--- config.mk ---
export PLATFORM = sky130hd
export DESIGN_NAME = lwm_exec
export DESIGN_NICKNAME = d
export VERILOG_FILES = /design/src/include/lwm_pkg.sv /design/src/rtl/lwm_exec.sv /design/src/rtl/lwm_addr_resolve.sv
export SDC_FILE = /design/constraint.sdc
export NUM_CORES = 1
export LEC_CHECK = 0
export BUFFER_PORTS_ARGS = -buffer_cell sky130_fd_sc_hd__buf_2
export CAP_MARGIN = 5
export CORE_MARGIN = 2
export CORE_UTILIZATION = 56
export DETAILED_ROUTE_END_ITERATION = 8
export PLACE_DENSITY_LB_ADDON = 0.15
export SYNTH_ARGS = -nofsm -noshare
export SYNTH_HDL_FRONTEND = slang
export SYNTH_HIERARCHICAL = 1
export SYNTH_SLANG_ARGS = --single-unit
--- constraint.sdc ---
create_clock -name clk -period 4.8 [get_ports clk]
set_clock_uncertainty 0.2 [all_clocks]
set_input_delay 0.72 -clock clk [delete_from_list [all_inputs] [get_ports clk]]
set_output_delay 0.72 -clock clk [all_outputs]
set_load 0.05 [all_outputs]
--- src/include/lwm_pkg.sv ---
// Shared constants for the literal and accumulator move executor.
// Assumes a 16-bit instruction word and a 12-bit data address space.
package lwm_pkg;

	// ==========================================================
	// Widths
	localparam int DATA_W = 8;
	localparam int INSTR_W = 16;
	localparam int ADDR_W = 12;
	localparam int BANK_W = 4;

	// ==========================================================
	// Instruction fields
	localparam int OPC8_LSB = 8;
	localparam int OPC7_LSB = 9;
	localparam int ACCESS_BIT = 8;
	localparam logic [7:0] OPC_LOAD_LIT = 8'h0e;
	localparam logic [7:0] OPC_LOAD_BANK = 8'h01;
	localparam logic [6:0] OPC_STORE_ACC = 7'h37;

	// ==========================================================
	// Address resolution
	localparam logic [7:0] INDEX_LIMIT = 8'h5f;
	localparam logic [7:0] ACCESS_SPLIT = 8'h80;
	localparam logic [BANK_W-1:0] ACCESS_LOW_BANK = 4'h0;
	localparam logic [BANK_W-1:0] ACCESS_HIGH_BANK = 4'hf;

	// ==========================================================
	// Reset values
	localparam logic [DATA_W-1:0] ACC_RESET = 8'h00;
	localparam logic [BANK_W-1:0] BANK_RESET = 4'h0;
	localparam logic [BANK_W-1:0] BANK_UPPER_ZERO = 4'h0;

	// ==========================================================
	// Types
	typedef enum logic [1:0] {
		LWM_Q1 = 2'b00,
		LWM_Q2 = 2'b01,
		LWM_Q3 = 2'b10,
		LWM_Q4 = 2'b11
	} lwm_phase_e;

	typedef enum logic [1:0] {
		LWM_OP_NONE = 2'b00,
		LWM_OP_LOAD_LIT = 2'b01,
		LWM_OP_STORE_ACC = 2'b10,
		LWM_OP_LOAD_BANK = 2'b11
	} lwm_op_e;

endpackage

--- src/rtl/lwm_exec.sv ---
// Four-phase executor for literal load, accumulator store and bank load.
// Assumes instructions come from logic on clk; other opcodes are refused.
`timescale 1ns/1ps

module lwm_exec (
	input wire logic clk,
	input wire logic arst_n,
	input wire logic instr_valid,
	input wire logic [lwm_pkg::INSTR_W-1:0] instr,
	input wire logic ext_set_en,
	input wire logic [lwm_pkg::ADDR_W-1:0] index_base,
	output logic instr_ready,
	output logic [lwm_pkg::DATA_W-1:0] accumulator,
	output logic [lwm_pkg::DATA_W-1:0] bank_select_register,
	output logic file_we,
	output logic [lwm_pkg::ADDR_W-1:0] file_addr,
	output logic [lwm_pkg::DATA_W-1:0] file_wdata,
	output logic file_indexed,
	output logic exec_done,
	output logic instr_refused
);

	// ==========================================================
	// Reset release
	logic rst_meta_n;
	logic rst_n;

	always_ff @(posedge clk or negedge arst_n) begin
		if (!arst_n) begin
			rst_meta_n <= 1'b0;
			rst_n <= 1'b0;
		end else begin
			rst_meta_n <= 1'b1;
			rst_n <= rst_meta_n;
		end
	end

	// ==========================================================
	// Decode
	function automatic lwm_pkg::lwm_op_e lwm_decode(
		input logic [lwm_pkg::INSTR_W-1:0] word
	);
		lwm_pkg::lwm_op_e op;
		op = lwm_pkg::LWM_OP_NONE;
		if (word[lwm_pkg::INSTR_W-1:lwm_pkg::OPC8_LSB] ==
				lwm_pkg::OPC_LOAD_LIT) begin
			op = lwm_pkg::LWM_OP_LOAD_LIT;
		end else if (word[lwm_pkg::INSTR_W-1:lwm_pkg::OPC8_LSB] ==
				lwm_pkg::OPC_LOAD_BANK) begin
			op = lwm_pkg::LWM_OP_LOAD_BANK;
		end else if (word[lwm_pkg::INSTR_W-1:lwm_pkg::OPC7_LSB] ==
				lwm_pkg::OPC_STORE_ACC) begin
			op = lwm_pkg::LWM_OP_STORE_ACC;
		end
		return op;
	endfunction

	// ==========================================================
	// Phase sequencer
	lwm_pkg::lwm_phase_e phase;
	lwm_pkg::lwm_phase_e next_phase;
	logic take;

	// One instruction per four clocks; the slot is taken only in Q1
	assign instr_ready = (phase == lwm_pkg::LWM_Q1);
	assign take = instr_ready && instr_valid;

	always_comb begin
		case (phase)
			lwm_pkg::LWM_Q1: begin
				next_phase = take ? lwm_pkg::LWM_Q2 : lwm_pkg::LWM_Q1;
			end
			lwm_pkg::LWM_Q2: begin
				next_phase = lwm_pkg::LWM_Q3;
			end
			lwm_pkg::LWM_Q3: begin
				next_phase = lwm_pkg::LWM_Q4;
			end
			lwm_pkg::LWM_Q4: begin
				next_phase = lwm_pkg::LWM_Q1;
			end
			default: begin
				next_phase = lwm_pkg::LWM_Q1;
			end
		endcase
	end

	always_ff @(posedge clk or negedge rst_n) begin
		if (!rst_n) begin
			phase <= lwm_pkg::LWM_Q1;
		end else begin
			phase <= next_phase;
		end
	end

	// ==========================================================
	// Instruction hold
	lwm_pkg::lwm_op_e op;
	lwm_pkg::lwm_op_e in_op;
	logic [lwm_pkg::DATA_W-1:0] literal;
	logic access_sel;

	assign in_op = lwm_decode(instr);

	// Unsupported opcodes still take a four-clock slot but commit nothing
	always_ff @(posedge clk or negedge rst_n) begin
		if (!rst_n) begin
			op <= lwm_pkg::LWM_OP_NONE;
			literal <= lwm_pkg::ACC_RESET;
			access_sel <= 1'b0;
		end else if (take) begin
			op <= in_op;
			literal <= instr[lwm_pkg::DATA_W-1:0];
			access_sel <= instr[lwm_pkg::ACCESS_BIT];
		end
	end

	always_ff @(posedge clk or negedge rst_n) begin
		if (!rst_n) begin
			instr_refused <= 1'b0;
		end else begin
			instr_refused <= take && (in_op == lwm_pkg::LWM_OP_NONE);
		end
	end

	// ==========================================================
	// Address
	logic [lwm_pkg::BANK_W-1:0] bank_sel;
	logic [lwm_pkg::ADDR_W-1:0] res_addr;
	logic res_indexed;

	lwm_addr_resolve lwm_addr_resolve_i (
		.file_field(literal),
		.access_sel(access_sel),
		.bank_select_register(bank_sel),
		.ext_set_en(ext_set_en),
		.index_base(index_base),
		.file_addr(res_addr),
		.indexed(res_indexed)
	);

	// ==========================================================
	// Write phase
	logic q4_write;
	logic acc_commit;
	logic bank_commit;
	logic store_commit;

	// Every write lands at the end of Q4, so a held word commits once
	function automatic logic lwm_commit(
		input lwm_pkg::lwm_phase_e at_phase,
		input lwm_pkg::lwm_op_e held_op,
		input lwm_pkg::lwm_op_e kind
	);
		return (at_phase == lwm_pkg::LWM_Q4) && (held_op == kind);
	endfunction

	assign q4_write = (phase == lwm_pkg::LWM_Q4);
	assign acc_commit =
		lwm_commit(phase, op, lwm_pkg::LWM_OP_LOAD_LIT);
	assign bank_commit =
		lwm_commit(phase, op, lwm_pkg::LWM_OP_LOAD_BANK);
	assign store_commit =
		lwm_commit(phase, op, lwm_pkg::LWM_OP_STORE_ACC);

	always_ff @(posedge clk or negedge rst_n) begin
		if (!rst_n) begin
			accumulator <= lwm_pkg::ACC_RESET;
		end else if (acc_commit) begin
			accumulator <= literal;
		end
	end

	always_ff @(posedge clk or negedge rst_n) begin
		if (!rst_n) begin
			bank_sel <= lwm_pkg::BANK_RESET;
		end else if (bank_commit) begin
			bank_sel <= literal[lwm_pkg::BANK_W-1:0];
		end
	end

	// Upper half is wired to zero so no literal can reach it
	assign bank_select_register = {lwm_pkg::BANK_UPPER_ZERO, bank_sel};

	// No status port exists: none of these moves touch the flags
	always_ff @(posedge clk or negedge rst_n) begin
		if (!rst_n) begin
			file_we <= 1'b0;
		end else begin
			file_we <= store_commit;
		end
	end

	// Address and data stand until the next store
	always_ff @(posedge clk or negedge rst_n) begin
		if (!rst_n) begin
			file_addr <= '0;
			file_wdata <= lwm_pkg::ACC_RESET;
			file_indexed <= 1'b0;
		end else if (store_commit) begin
			file_addr <= res_addr;
			file_wdata <= accumulator;
			file_indexed <= res_indexed;
		end
	end

	always_ff @(posedge clk or negedge rst_n) begin
		if (!rst_n) begin
			exec_done <= 1'b0;
		end else begin
			exec_done <= q4_write;
		end
	end

endmodule

--- src/rtl/lwm_addr_resolve.sv ---
// Resolves the 12-bit data address of a store from its 8-bit field.
// Assumes the bank select and index base are stable during the cycle.
`timescale 1ns/1ps

module lwm_addr_resolve (
	input wire logic [7:0] file_field,
	input wire logic access_sel,
	input wire logic [lwm_pkg::BANK_W-1:0] bank_select_register,
	input wire logic ext_set_en,
	input wire logic [lwm_pkg::ADDR_W-1:0] index_base,
	output logic [lwm_pkg::ADDR_W-1:0] file_addr,
	output logic indexed
);

	// ==========================================================
	// Bank choice
	always_comb begin
		indexed = 1'b0;
		if (access_sel) begin
			file_addr = {bank_select_register, file_field};
		end else if (ext_set_en && file_field <= lwm_pkg::INDEX_LIMIT) begin
			// Offset from the index base wraps inside the data space
			file_addr = lwm_pkg::ADDR_W'(index_base + file_field);
			indexed = 1'b1;
		end else if (file_field < lwm_pkg::ACCESS_SPLIT) begin
			file_addr = {lwm_pkg::ACCESS_LOW_BANK, file_field};
		end else begin
			file_addr = {lwm_pkg::ACCESS_HIGH_BANK, file_field};
		end
	end

endmodule

Word-level counts from Yosys, hierarchy flattened
Cells that the tools add are included.
W data, S select, Z words.

word-level totals
  register bits after elaboration = 51
  input port bits = 32
  output and inout bits = 41
  logic and storage cells = 44

operators by class
  add/subtract/negate cells = 1
  $lt $le $gt $ge = 2
  eq/ne operators = 9
  muxes and demuxes = 10
  reduce and logical (&&, ||, !) cells = 8

operators with widths
  operator              count
  $mux W12              3
  $add A12 B8 Y12       1
  $eq A2 B2 Y1 const B  4
  $eq A8 B1 Y1 const B  1
  $eq A8 B4 Y1 const B  1
  $le A8 B7 Y1 const B  1
  $lt A8 B8 Y1 const B  1
  $pmux W2 S4           1
  $eq A7 B6 Y1 const B  1
  $logic_and A1 B1 Y1   6
  $mux W2               3
  $eq A2 B1 Y1 const B  2
  $logic_not A2 Y1      2
  $mux W1               3

Longest topological paths before layout
  depth in word-level cells = 6
  mapped depth = 9
  mapped depth without buffers = 9

Cells and area by module
The synthesis kept the hierarchy.

by module, submodules not included
  module            instances  cells each  area an instance (um^2)  sequential area each (um^2)
  lwm_exec          1          128         2006.9                   1276.2
  lwm_addr_resolve  1          87          639.4                    0.0

Worst setup path before layout
Ideal clock, no wire load.

  path kind = input port to flip-flop
  start = input index_base[0] (netlist bit)
  end = register file_addr[8] (netlist bit)
  data arrival time = 2.234 ns
  required time = 4.475 ns
  slack = 2.241 ns
  cell stages on the path = 9
  buffers on the path = 0
  cell sequence = ha_1 -> inv_1 -> fa_1 -> nand2b_1 -> a21oi_1 -> o211ai_1 -> mux2i_1 -> nand2_1 -> mux2_2

between the ends
  longest elaborated chain between the ends = 3

RTL lines
  item                          RTL line                RTL
  from (decl)                   lwm_exec.sv:11          input wire logic [lwm_pkg::ADDR_W-1:0] index_base,
  $add A12 B8 Y12               lwm_addr_resolve.sv:23  file_addr = lwm_pkg::ADDR_W'(index_base + file_field);
  $mux W12                      lwm_addr_resolve.sv:21  end else if (ext_set_en && file_field <= lwm_pkg::INDEX_LIMIT) begin
  $mux W12                      lwm_addr_resolve.sv:19  if (access_sel) begin
  named net res_addr (one bit)  lwm_exec.sv:129         logic [lwm_pkg::ADDR_W-1:0] res_addr;
  to (signal assigned)          lwm_exec.sv:201         file_addr <= res_addr;
  to (decl)                     lwm_exec.sv:16          output logic [lwm_pkg::ADDR_W-1:0] file_addr,

The timed path passes the listed nets, and every way through them passes these cells.
A chain may end at the register's enable or synchronous reset.

Worst setup path after layout
Ends and elaborated chain as after synthesis.

==> metrics.cfg <==
[synthesis]
ys.flop_type = dfrtp_1
ys_types = 41
syn_area_mm2 = 0.002646
syn_avg_cell_area_um2 = 12.31
yosysWarnings = 6
synth_edf_count = 0
synth-seq-area-share_pct = 48.23
synth-async-reset-ratio_pct = 100.0
ys_ff_latch = 51
synthCells = 215

[power]
leakage_uw = 0.001625
powerDensity_mw_per_mm2 = 517.1
ir_worst_vdd_v = 0.0003623

[die]
fp.dieArea_mm2 = 0.005291
rows = 25
die_width_um = 72.74
core-area_mm2 = 0.004629
die_h_um = 72.74
io-pin-count = 73
initial_core_util_pct = 57.16

[placement]
hpwlAfterDp_um = 3820
gp_congestion = 0.8084
port-buffer-count = 68

[routing]
wl_per_cell_um = 15.01
drt_wl_total_um = 5104
drc = 0
drt_iter0_drc = 116
drt-vias-per-instance = 5.606
first_pass_iters = 4
ant_nets = 0
route.vias.total = 1906

[setup_path]
cp-end-kind = flop
critPathMaxFanout = 3
crit_slowest_cell = fa_1
slowest_delay_ns = 0.40
r2r_slack_ns = 2.34
required_ns = 4.79
crit_family = adder cells
cp_num_buf_inv = 2
cp.arrival_ns = 2.47
critical_path_class = input port to flop
crit_path_start_kind = input port
worstPathCellList = buf_2 > ha_1 > inv_1 > fa_1 > nand2b_1 > a21oi_1 > o211ai_1 > mux2i_1 > nand2_1 > mux2_2

[sta]
rsz0062_at_grt = no
finalHoldViolations = 0
fin_crit_sh_pct = 51.65
max_freq_mhz = 403.3
drv_slew = 0
setup-violations-final = 0
tns_ns = 0
worst_pin_slew_ns = 1.128
maxSlewHeadroom_pct = 24.59
final.min_clock_period_ns = 2.479

[finish]
mostFrequentLayoutCells = buf_2, dfrtp_1, mux2_2, ha_1, inv_1
antenna_cells = 0
final_common_cell = buf_2
nFillCells = 370
final_util_pct = 67.24
nets = 330
drive_above_1_share_pct = 44.76
area_growth_pct = 17.64

[clock_network]
cts-resized-gates = 0
cts_hold_buffers = 1
ctsRootBufferMaster = clkbuf_8
htreeDepth = 2
numCtsBuffers = 5
clock_sinks = 51
cts_tree = done
cts.clk_slew.worst_paths_ns = 0.09
worstSkewPairLatency_ns = 0.30
postCtsSetupRepairBufs = 0
cts_max_path_buffers = 2

[global_route]
grt_antenna_before_repair = 0
gr-usage-all-layers_pct = 21.42
overflow = 0
grt_max_degree = 50
grt_pass1_vias = 1875
grt_first_pass_wirelength_um = 8673

[min_path]
hp-class = flop to flop

[run]
maxCapViolations = 0

[outcome]
status = completed

==> layout make-up <==
cell class / instances / area [um^2] / area share (%)
Clock buffer: 6 / 72.57 / 2.331
Clock inverter: 2 / 16.27 / 0.5225
Inverter: 10 / 37.54 / 1.206
Multi-Input combinational cell: 148 / 1291 / 41.48
Sequential cell: 51 / 1277 / 41.04
Tap cell: 54 / 67.56 / 2.170
Timing Repair Buffer: 69 / 350.3 / 11.25
==> stage by stage <==
step                      total power [uW]  area, um^2  cells  worst slack [ns]  hold WS [ns]
after CTS                             1621        3113    340             2.324        0.1725
after global routing                  1738        3113    340             2.133        0.1822
after global placement                1357        3014    331             2.072        0.1420
final                                 1610        3113    340             2.321        0.1692
after floorplan                       1204        2658    218             2.241        0.1312
after detailed placement              1371        3014    331             1.982        0.1410
==> cells by family after synthesis <==
family | synth area share [%]
AND/OR/NAND/NOR | 8.464
other | 0.2838
flip-flops | 48.23
multiplexers | 21.56
AO/OA/AOI/OAI | 9.315
buffers and inverters | 3.404
adder cells (fa/ha/maj) | 6.430
XOR/XNOR | 2.317
==> sequential cells by signal, summed over array words and instances (netlist names), 2 cells and up <==
name,flops
file_addr,12
accumulator,8
file_wdata,8
literal,8
bank_sel,4
op,2
phase,2
==> cells in the mapped netlist (2+ instances only) <==
master,instances,area share (%)
buf_2,3,0.57
nand3b_1,4,1.1
o21ai_1,2,0.38
nand4_1,3,0.71
buf_4,4,1.1
o31ai_1,2,0.57
o21ai_0,5,0.95
mux2_2,47,20
xnor2_1,4,1.3
nand3_1,6,1.1
inv_1,10,1.4
nand2b_1,3,0.71
nor2_1,4,0.57
ha_1,12,5.7
xor2_1,3,0.99
a221oi_1,2,0.66
o211ai_1,4,1.1
nor2b_1,3,0.71
conb_1,2,0.28
a211oi_1,2,0.57
nand2_1,7,0.99
dfrtp_1,51,48
a21oi_1,8,1.5
a21o_1,4,1.1
clkbuf_1,2,0.28
mux2i_1,3,1.1
==> routing by layer <==
metal  vias to the layer above  GRT usage [%]  wire length, um
met5                         -              0                0
met4                         0          9.671              103
met3                         8          4.282              254
met2                        58          33.84             2470
met1                       926          28.64             2276
li1                        914              -                -
==> report_power, final <==
group	switching (uW)	internal (uW)
clock network	142	105
registers	99.4	518
logic	446	300
==> path summary, 6_finish.rpt <==
path | cells past startpoint | start | end
setup / recovery | 10 | index_base[0] | file_addr[8]
hold / removal | 0 | rst_meta_n | rst_n
setup reg to reg | 9 | literal[0] | file_addr[8]
hold reg to reg | 0 | rst_meta_n | rst_n
max in group asynchronous | 0 | rst_n | file_addr[7]
min in group asynchronous | 0 | rst_n | file_wdata[0]
Power figures use the tool's default switching activity.
